[src/pkg/bal_defines.vh]
`ifndef BAL_DEFINES_VH
`define BAL_DEFINES_VH

// Register byte offsets
`define BAL_ADDR_ACC     8'h00
`define BAL_ADDR_BREG    8'h04
`define BAL_ADDR_SRC     8'h08
`define BAL_ADDR_DST     8'h0C
`define BAL_ADDR_FLAGS   8'h10
`define BAL_ADDR_CMD     8'h14
`define BAL_ADDR_STATUS  8'h18

// Flag register fields
`define BAL_FLG_CARRY    0
`define BAL_FLG_HALF     1
`define BAL_FLG_WRAP     2
`define BAL_FLG_W        3

// Status register fields
`define BAL_ST_BRANCH    0
`define BAL_ST_DIVZERO   1
`define BAL_ST_BADOP     2
`define BAL_ST_W         3

// Command opcodes, CMD[3:0]
`define BAL_OP_W         4
`define BAL_OP_ADD       4'h0
`define BAL_OP_SUM_WITH_CARRY_IN      4'h1
`define BAL_OP_SUBTRACT_WITH_BORROW      4'h2
`define BAL_OP_MUL       4'h3
`define BAL_OP_DIV       4'h4
`define BAL_OP_DA        4'h5
`define BAL_OP_RRC       4'h6
`define BAL_OP_RLC       4'h7
`define BAL_OP_COMPARE_BRANCH_UNEQUAL      4'h8

// Reset values
`define BAL_RST_BYTE     8'h00
`define BAL_RST_FLAGS    3'h0

// Decimal adjust and multiply constants
`define BAL_DA_LOW_FIX   8'h06
`define BAL_DA_HIGH_FIX  8'h60
`define BAL_DA_NIB_MAX   4'h9
`define BAL_DA_BCD_MAX   10'h099
`define BAL_MUL_MAX      16'h00FF

`endif

[src/rtl/bal_alu.v]
// The register offsets and the APB slave port are this design's own decisions.
`timescale 1ns/1ps
`include "bal_defines.vh"

// Behaviour
// - Add writes accumulator plus source
// - Add with carry includes current carry
// - Carry equals carry out of bit 7
// - Wrap flag is carry6 xor carry7
// - Half carry equals carry out of bit 3
// - Subtract source and carry from accumulator
// - Carry set on borrow out of bit 7
// - Wrap set on borrow at one of 6,7
// - Half carry set on borrow at bit 3
// - Multiply: low byte to A, high to B
// - Multiply clears carry, wrap if above 255
// - Divide: quotient to A, remainder to B
// - Divide clears carry, wrap on zero divisor
// - Adjust adds 06 on half carry/nibble>9
// - Adjust adds 60 on carry or step one
// - Adjust carry set when result above 99
// - Rotate right through carry
// - Rotate left through carry
// - Compare branches when operands differ
// - Compare carry set when source exceeds destination
module bal_alu (
    input  wire        mclk,
    input  wire        rst_n,
    input  wire        psel,
    input  wire        penable,
    input  wire        pwrite,
    input  wire [7:0]  paddr,
    input  wire [31:0] pwdata,
    output reg  [31:0] prdata,
    output reg         pready,
    output reg         pslverr,
    output reg         op_done,
    output reg         branch_taken
);

    reg  [7:0]             acc_r;
    reg  [7:0]             breg_r;
    reg  [7:0]             src_r;
    reg  [7:0]             dst_r;
    reg                    carry_r;
    reg                    half_r;
    reg                    wrap_r;
    reg  [`BAL_OP_W-1:0]   op_r;
    reg                    go_r;
    reg                    divzero_r;
    reg                    badop_r;

    reg  [7:0]             acc_nxt;
    reg  [7:0]             breg_nxt;
    reg                    carry_nxt;
    reg                    half_nxt;
    reg                    wrap_nxt;
    reg                    branch_nxt;
    reg                    divzero_nxt;
    reg                    badop_nxt;

    wire                   access;
    wire                   wr_commit;
    wire                   mapped;
    reg  [31:0]            rd_data;

    wire [10:0]            sum_v;
    wire [10:0]            dif_v;
    wire [15:0]            prod_v;
    wire [7:0]             quo_v;
    wire [7:0]             rem_v;
    reg                    da_step1;
    reg                    da_step2;
    reg  [9:0]             da_total;

    // Returns {carry7, carry6, carry3, result}; for subtraction the
    // carries are borrows, which is what every flag wants there
    function [10:0] addsub;
        input [7:0] a;
        input [7:0] b;
        input       cin;
        input       sub;
        reg   [4:0] lo;
        reg   [7:0] mid;
        reg   [8:0] full;
        begin
            if (sub) begin
                lo   = {1'b0, a[3:0]} - {1'b0, b[3:0]} - {4'h0, cin};
                mid  = {1'b0, a[6:0]} - {1'b0, b[6:0]} - {7'h00, cin};
                full = {1'b0, a} - {1'b0, b} - {8'h00, cin};
            end else begin
                lo   = {1'b0, a[3:0]} + {1'b0, b[3:0]} + {4'h0, cin};
                mid  = {1'b0, a[6:0]} + {1'b0, b[6:0]} + {7'h00, cin};
                full = {1'b0, a} + {1'b0, b} + {8'h00, cin};
            end
            addsub = {full[8], mid[7], lo[4], full[7:0]};
        end
    endfunction

    function is_mapped;
        input [7:0] addr;
        begin
            case (addr)
                `BAL_ADDR_ACC, `BAL_ADDR_BREG, `BAL_ADDR_SRC,
                `BAL_ADDR_DST, `BAL_ADDR_FLAGS, `BAL_ADDR_CMD,
                `BAL_ADDR_STATUS: is_mapped = 1'b1;
                default:          is_mapped = 1'b0;
            endcase
        end
    endfunction

    // Plain add ignores the carry input entirely
    assign sum_v  = addsub(acc_r, src_r,
                           (op_r == `BAL_OP_SUM_WITH_CARRY_IN) & carry_r,
                           1'b0);
    assign dif_v  = addsub(acc_r, src_r, carry_r, 1'b1);
    assign prod_v = acc_r * breg_r;
    // Zero divisor is routed around the divider; A keeps its value and B stays zero
    assign quo_v  = (breg_r == 8'h00) ? acc_r : acc_r / breg_r;
    assign rem_v  = (breg_r == 8'h00) ? breg_r : acc_r % breg_r;

    always @* begin
        da_step1 = half_r | (acc_r[3:0] > `BAL_DA_NIB_MAX);
        da_step2 = carry_r | da_step1;
        da_total = {2'b00, acc_r}
                 + (da_step1 ? {2'b00, `BAL_DA_LOW_FIX} : 10'h000)
                 + (da_step2 ? {2'b00, `BAL_DA_HIGH_FIX} : 10'h000);
    end

    always @* begin
        acc_nxt     = acc_r;
        breg_nxt    = breg_r;
        carry_nxt   = carry_r;
        half_nxt    = half_r;
        wrap_nxt    = wrap_r;
        branch_nxt  = branch_taken;
        divzero_nxt = divzero_r;
        badop_nxt   = 1'b0;
        case (op_r)
            `BAL_OP_ADD, `BAL_OP_SUM_WITH_CARRY_IN: begin
                acc_nxt   = sum_v[7:0];
                carry_nxt = sum_v[10];
                wrap_nxt  = sum_v[10] ^ sum_v[9];
                half_nxt  = sum_v[8];
            end
            `BAL_OP_SUBTRACT_WITH_BORROW: begin
                acc_nxt   = dif_v[7:0];
                carry_nxt = dif_v[10];
                wrap_nxt  = dif_v[10] ^ dif_v[9];
                half_nxt  = dif_v[8];
            end
            `BAL_OP_MUL: begin
                acc_nxt   = prod_v[7:0];
                breg_nxt  = prod_v[15:8];
                carry_nxt = 1'b0;
                wrap_nxt  = prod_v > `BAL_MUL_MAX;
            end
            `BAL_OP_DIV: begin
                acc_nxt     = quo_v;
                breg_nxt    = rem_v;
                carry_nxt   = 1'b0;
                wrap_nxt    = (breg_r == 8'h00);
                divzero_nxt = (breg_r == 8'h00);
            end
            `BAL_OP_DA: begin
                acc_nxt   = da_total[7:0];
                carry_nxt = da_total > `BAL_DA_BCD_MAX;
            end
            `BAL_OP_RRC: begin
                acc_nxt   = {carry_r, acc_r[7:1]};
                carry_nxt = acc_r[0];
            end
            `BAL_OP_RLC: begin
                acc_nxt   = {acc_r[6:0], carry_r};
                carry_nxt = acc_r[7];
            end
            `BAL_OP_COMPARE_BRANCH_UNEQUAL: begin
                branch_nxt = (dst_r != src_r);
                carry_nxt  = (src_r > dst_r);
            end
            default: begin
                badop_nxt = 1'b1;
            end
        endcase
    end

    // One wait state: pready is a flop, so the access phase is two cycles
    assign access    = psel & penable;
    assign wr_commit = access & pready & pwrite & ~pslverr;
    assign mapped    = is_mapped(paddr);

    always @* begin
        rd_data = 32'h0000_0000;
        case (paddr)
            `BAL_ADDR_ACC:    rd_data = {24'h00_0000, acc_r};
            `BAL_ADDR_BREG:   rd_data = {24'h00_0000, breg_r};
            `BAL_ADDR_SRC:    rd_data = {24'h00_0000, src_r};
            `BAL_ADDR_DST:    rd_data = {24'h00_0000, dst_r};
            `BAL_ADDR_FLAGS:  rd_data = {29'h0000_0000, wrap_r, half_r,
                                         carry_r};
            `BAL_ADDR_CMD:    rd_data = {28'h000_0000, op_r};
            `BAL_ADDR_STATUS: rd_data = {29'h0000_0000, badop_r, divzero_r,
                                         branch_taken};
            default:          rd_data = 32'h0000_0000;
        endcase
    end

    always @(posedge mclk or negedge rst_n) begin
        if (!rst_n) begin
            pready  <= 1'b0;
            pslverr <= 1'b0;
            prdata  <= 32'h0000_0000;
        end else begin
            pready  <= access & ~pready;
            pslverr <= access & ~pready & ~mapped;
            if (access & ~pready & ~pwrite)
                prdata <= rd_data;
        end
    end

    // Bus writes and execution never meet: execution runs one edge after
    // the command write, when the bus is at best in a setup cycle
    always @(posedge mclk or negedge rst_n) begin
        if (!rst_n) begin
            acc_r        <= `BAL_RST_BYTE;
            breg_r       <= `BAL_RST_BYTE;
            src_r        <= `BAL_RST_BYTE;
            dst_r        <= `BAL_RST_BYTE;
            carry_r      <= 1'b0;
            half_r       <= 1'b0;
            wrap_r       <= 1'b0;
            op_r         <= `BAL_OP_ADD;
            go_r         <= 1'b0;
            op_done      <= 1'b0;
            branch_taken <= 1'b0;
            divzero_r    <= 1'b0;
            badop_r      <= 1'b0;
        end else begin
            go_r    <= wr_commit & (paddr == `BAL_ADDR_CMD);
            op_done <= go_r;
            if (go_r) begin
                acc_r        <= acc_nxt;
                breg_r       <= breg_nxt;
                carry_r      <= carry_nxt;
                half_r       <= half_nxt;
                wrap_r       <= wrap_nxt;
                branch_taken <= branch_nxt;
                divzero_r    <= divzero_nxt;
                badop_r      <= badop_nxt;
            end else if (wr_commit) begin
                case (paddr)
                    `BAL_ADDR_ACC:   acc_r  <= pwdata[7:0];
                    `BAL_ADDR_BREG:  breg_r <= pwdata[7:0];
                    `BAL_ADDR_SRC:   src_r  <= pwdata[7:0];
                    `BAL_ADDR_DST:   dst_r  <= pwdata[7:0];
                    `BAL_ADDR_FLAGS: begin
                        carry_r <= pwdata[`BAL_FLG_CARRY];
                        half_r  <= pwdata[`BAL_FLG_HALF];
                        wrap_r  <= pwdata[`BAL_FLG_WRAP];
                    end
                    `BAL_ADDR_CMD:   op_r <= pwdata[`BAL_OP_W-1:0];
                    default: begin
                        op_r <= op_r;
                    end
                endcase
            end
        end
    end

endmodule // bal_alu

[config.mk]
export PLATFORM = sky130hd
export DESIGN_NAME = bal_alu
export DESIGN_NICKNAME = d
export VERILOG_FILES = /design/src/rtl/bal_alu.v
export VERILOG_INCLUDE_DIRS = /design/src /design/src/pkg
export SDC_FILE = /design/constraint.sdc
export NUM_CORES = 1
export LEC_CHECK = 0
export BUFFER_PORTS_ARGS = -buffer_cell sky130_fd_sc_hd__buf_2
export CORE_MARGIN = 2
export CORE_UTILIZATION = 45
export CTS_BUF_LIST = sky130_fd_sc_hd__clkbuf_4
export DETAILED_ROUTE_END_ITERATION = 12
export PLACE_DENSITY = 0.63
export SLEW_MARGIN = 20
export SYNTH_ARGS = -nofsm -noshare
export SYNTH_HDL_FRONTEND = slang
export SYNTH_SLANG_ARGS = --single-unit
[constraint.sdc]
create_clock -name mclk -period 20.2 [get_ports mclk]
set_input_delay 4.04 -clock mclk [delete_from_list [all_inputs] [get_ports mclk]]
set_output_delay 4.04 -clock mclk [all_outputs]
set_load 0.1 [all_outputs]
; After elaboration in Yosys (flattened, before gate mapping)
; Cells that the tools add are included.
[word_totals]
reg_bits = 78
elab_cells = 124
[op_classes]
add_sub_neg = 14
multipliers = 1
n_div = 2
n_lt_le_gt_ge = 4
eq_ne = 21
n_mux = 27
bitwise_logic = 18
n_reduce_logical = 21
[op_table]
columns = cell, count
row1 = $pmux W8 S7, 2
row2 = $mux W8, 8
row3 = $eq A8 B5 Y1 const B, 3
row4 = $reduce_and A3 Y1, 6
row5 = $eq A4 B3 Y1 const B, 4
row6 = $eq A8 B4 Y1 const B, 2
row7 = $gt A16 B8 Y1 const B, 1
row8 = $logic_not A8 Y1, 2
row9 = $mul A8 B8 Y16, 1
row10 = $pmux W8 S2, 1
row11 = $mux W1, 11
row12 = $add A9 B7 Y10, 1
row13 = $gt A10 B8 Y1 const B, 1
row14 = $add A8 B3 Y9, 1
row15 = $add A8 B8 Y9, 1
row16 = $add A9 B1 Y9, 1
row17 = $and A1 B1 Y1, 9
row18 = $reduce_or A9 Y1, 1
row19 = $sub A8 B8 Y9, 1
row20 = $sub A9 B1 Y9, 1
row21 = $add A7 B7 Y8, 1
row22 = $add A8 B1 Y8, 1
row23 = $div A8 B8 Y8, 1
row24 = $eq A4 B2 Y1 const B, 2
row25 = 32 further kinds, 45

; Logic depth before layout (Yosys ltp)
[depth]
ltp_word = 8
ltp_mapped = 51
depth_no_buf = 48

; Least setup slack after synthesis
; No wires, ideal clock.
[synth_path]
path_type = flip-flop to flip-flop
start = register breg_r[4]
end = register breg_r[5]
arrival_ns = 10.844
t_required_ns = 20.067
path_slack_ns = 9.224
path_stages_with_launch = 45
path_buffers = 3
synth_period_minus_slack_ns = 10.976
cell_sequence = dfrtp_1 > or4_4 > nor3_2 > a21oi_1 > ha_1 > o21a_1 > o211ai_1 > nand2_1 > o31ai_1 > ha_1 > a21oi_1 > a211o_1 > nor3_1 > or2_2 > ha_1 > a21oi_1 > a21boi_1 > o21ai_0 > (+9 left out) > o221a_2 > a41oi_1 > buf_2 > mux2_4 > ha_1 > and3_1 > a21o_1 > clkbuf_1 > mux2_2 > ha_1 > a21o_1 > a21oi_1 > and3_1 > o41ai_1 > clkbuf_1 > nor2_1 > a311oi_1 > a31oi_1
[synth_between]
elab_chain_cells = 4
word_cells_on_any_way = 8
cone_classes = 1 x mul / 1 x div / 1 x eq/ne / 3 x mux / 2 x reduce/logical
[synth_rtl]
columns = element, line
row1 = start: declaration, bal_alu.v:42  ; reg [7:0] breg_r;
row2 = start signal: assignment, bal_alu.v:226  ; breg_r <= `BAL_RST_BYTE;
row3 = start signal: assignment, bal_alu.v:243  ; breg_r <= breg_nxt;
row4 = start signal: assignment, bal_alu.v:253  ; `BAL_ADDR_BREG: breg_r <= pwdata[7:0];
row5 = $mod A8 B8 Y8, bal_alu.v:120  ; assign rem_v = (breg_r == 8'h00) ? breg_r : acc_r % breg_r;
row6 = $mux W8, bal_alu.v:120
row7 = $pmux W8 S2, bal_alu.v:139  ; case (op_r)
row8 = $mux W8, bal_alu.v:241  ; if (go_r) begin
; Several ways; a longest one is shown, not always the timed one. The select of a mux whose other input is x is not followed.
; A chain may end at the register's enable or synchronous reset.

; Worst setup path after layout
[layout_path]
start = register breg_r[5]
end = register breg_r[5]
; Same word-level chain as after synthesis.

==> reports/metrics.yaml <==
run_status: "completed"
grt_max_degree: 55
setup_tns_ps: 0
port_buffers: 32
max_stage_delay_ps: 790
timing.rr.start: "breg_r[5]"
placed_area_sq_um: 8790
power_density_nw_per_um2: 44.5
grt_first_pass_wirelength_um: 40200
final_area_sq_um: 8860
final_core_util_pct: 47.7
grt_overflow: 0
cts_num_sinks: 54
rr_worst_depth: 44
htreeDepth: 2
grt_pass1_vias: 7378
n_fill_cell: 1834
rsz0062_at_grt: "no"
worstPathRequired_ps: 20520
syn-instance-count: 1052
antenna_found_initial: 0
clkLatencyLatePin_ps: 430
hold_depth: 1
place_ws_ps: 7570
synthTopCellsByArea: "ha_1 16%, dfrtp_1 16%, fa_1 9.9%"
ys_warn_count: 0
cts.path.max_buffers: 2
rrSetupSlack_ps: 7420
die_w_um: 141
slew_headroom_pct: 34.3
crit_type: "flop to flop"
hold_violations: 0
worst_setup_path_start_kind: "flop"
synth-seq-area-share_pct: 15.9
postLayoutSetupSlackWorst_ps: 7420
nNetsFinal: 1257
cts.clk_slew.worst_paths_ps: 180
dr.first_iter.drc_count: 586
leakagePower_nw: 4.15
synth_commonest_cells: "110 x ha_1, 109 x nor2_1, 99 x nand2_1, 98 x inv_1, 56 x a21oi_1"
post-route-min-period_ps: 12780
cts_made_buffers: 5
placementRows: 50
dr.pass1.iters: 5
endpoint_kind: "flop"
min_to: "pready"
synth_area_leader_cell: "ha_1"
fp.dieArea_sq_um: 20000
cts_hold_buf: 0
cap_violations: 0
crit_path_max_fanout: 14
num_io_pins: 81
routedWlPerCell_um: 19.5
path_common_cell: "ha_1"
drt-total-wl_um: 25300
synthArstFlopShare_pct: 100
crit_buf_inv: 1
cts_tree: "done"
ys_ff_latch: 54
seqCellArea_sq_um: 1350
worstSetupPathDepth: 44
min_period_over_period_pct: 63.3
core_sq_um: 18600
synth_top_area_share_pct: 16.2
regToRegEndpoint: "breg_r[5]"
fmax_mhz: 78.2
setup_viol: 0
num_vias: 7637
critPathTopFamily: "compound AO/OA/AOI/OAI gates"
post_cts_resized: 0
synth.distinct_cells: 78
start_util_pct: 45.7
tightest_slew_ps: 985
via_per_inst: 5.90
synth_enable_flop_cells: 0
finalClockSkew_ps: 25.2
gp_congestion: 0.946
final_antenna_net_count: 0
multi_input_area_sq_um: 6520
worstPathArrival_ps: 13100
cp_slowest_cell: "nor4_2"
yosysMostFrequentCell: "ha_1"
drv_slew: 0
hp-start: "pready"
area_delta_synth_final_pct: 4.36
hpwl_um: 19600
diodes: 0
vdd_ir_drop_max_v: 0.0000521
cts-root-buf: "clkbuf_4"
track_usage_pct: 25.6
drive_above_1_share_pct: 8.95
post_cts_buffers: 0
synth-main-ff-cell: "dfrtp_1"
synthesis.area_sq_um: 8490
avgSynthCellArea_sq_um: 8.07
hp-class: "flop to flop"
drcViolationCount: 0
fp.dieH_um: 141
-- cell usage in the layout, fill, tap and decap left out, drive strengths merged, types with 7 or more instances in the layout --
master,count
mux2,22
a31oi,18
nand3,13
dfrtp,54
xnor2,34
nor2,109
conb,24
nand2,99
a21oi,56
nor3,37
nand2b,15
o221ai,10
xor2,13
fa,42
o21ai,53
inv,100
mux2i,22
a21o,14
o21a,19
a41oi,7
nor2b,10
a211oi,7
buf,44
ha,110
o211ai,17
-- layer usage --
metal	vias up	GRT usage, %	share of wire (%)
met5	-	0	0
met4	0	8.32	3.3
met3	45	2.09	4.7
met2	228	43.0	47
met1	3685	35.2	45
li1	3679	-	-
-- kinds of logic after synthesis --
family / synth area share, %
AND/OR/NAND/NOR: 17.5
AO/OA/AOI/OAI: 21.0
buffers and inverters: 8.48
multiplexers: 6.13
adder cells (fa/ha/maj): 26.1
flip-flops: 15.9
other: 0.0442
XOR/XNOR: 4.85
-- worst max path at each step --
stage,from,end
after floorplan,breg_r[4],breg_r[5]
after CTS,breg_r[7],breg_r[5]
final,breg_r[5],breg_r[5]
after global placement,breg_r[7],breg_r[5]
after detailed placement,breg_r[7],breg_r[5]
after global routing,breg_r[5],breg_r[5]
-- through the flow --
step,power [W],hold slack (ps),instances
finish,0.000394,510,1295
global route,0.000421,542,1295
CTS,0.000392,517,1295
detailed placement,0.000336,487,1287
global placement,0.000334,493,1287
floorplan,0.000293,352,1075
-- flip-flops by register name, summed over array words and instances (netlist names) --
name and count:
acc_r 8, breg_r 8, half_r 1, prdata 8, go_r 1, pslverr 1, divzero_r 1, badop_r 1
op_r 4, carry_r 1, src_r 8, op_done 1, pready 1, wrap_r 1, branch_taken 1, dst_r 8
-- worst register-to-register path, delay by kind of cell, from the launching register on --
| family | cells | cell delay (ps) |
|---|---|---|
| mux | 2 | 810 |
| flops | 1 | 620 |
| compound gates | 25 | 6680 |
| fa+ha+maj | 7 | 2250 |
| buf+inv | 1 | 250 |
| simple gates | 9 | 2080 |
-- area by class of cell --
cell class | instances | share of cell area, %
multi-input cells | 854 | 73.6
well taps | 234 | 3.31
inverters | 101 | 4.28
clock buffers | 5 | 0.424
repair buffers | 44 | 2.83
flip-flops and latches | 54 | 15.3
clock inverters | 3 | 0.325
-- power by group --
part / internal [W] / leakage [nW] / switching [W]
clock network: 0.0000150 / 0.0373 / 0.0000413
logic: 0.0000725 / 3.45 / 0.000150
registers: 0.000112 / 0.664 / 0.00000380
total: 0.000199 / 4.15 / 0.000195
Note: power is estimated with default switching activity, not from simulation.
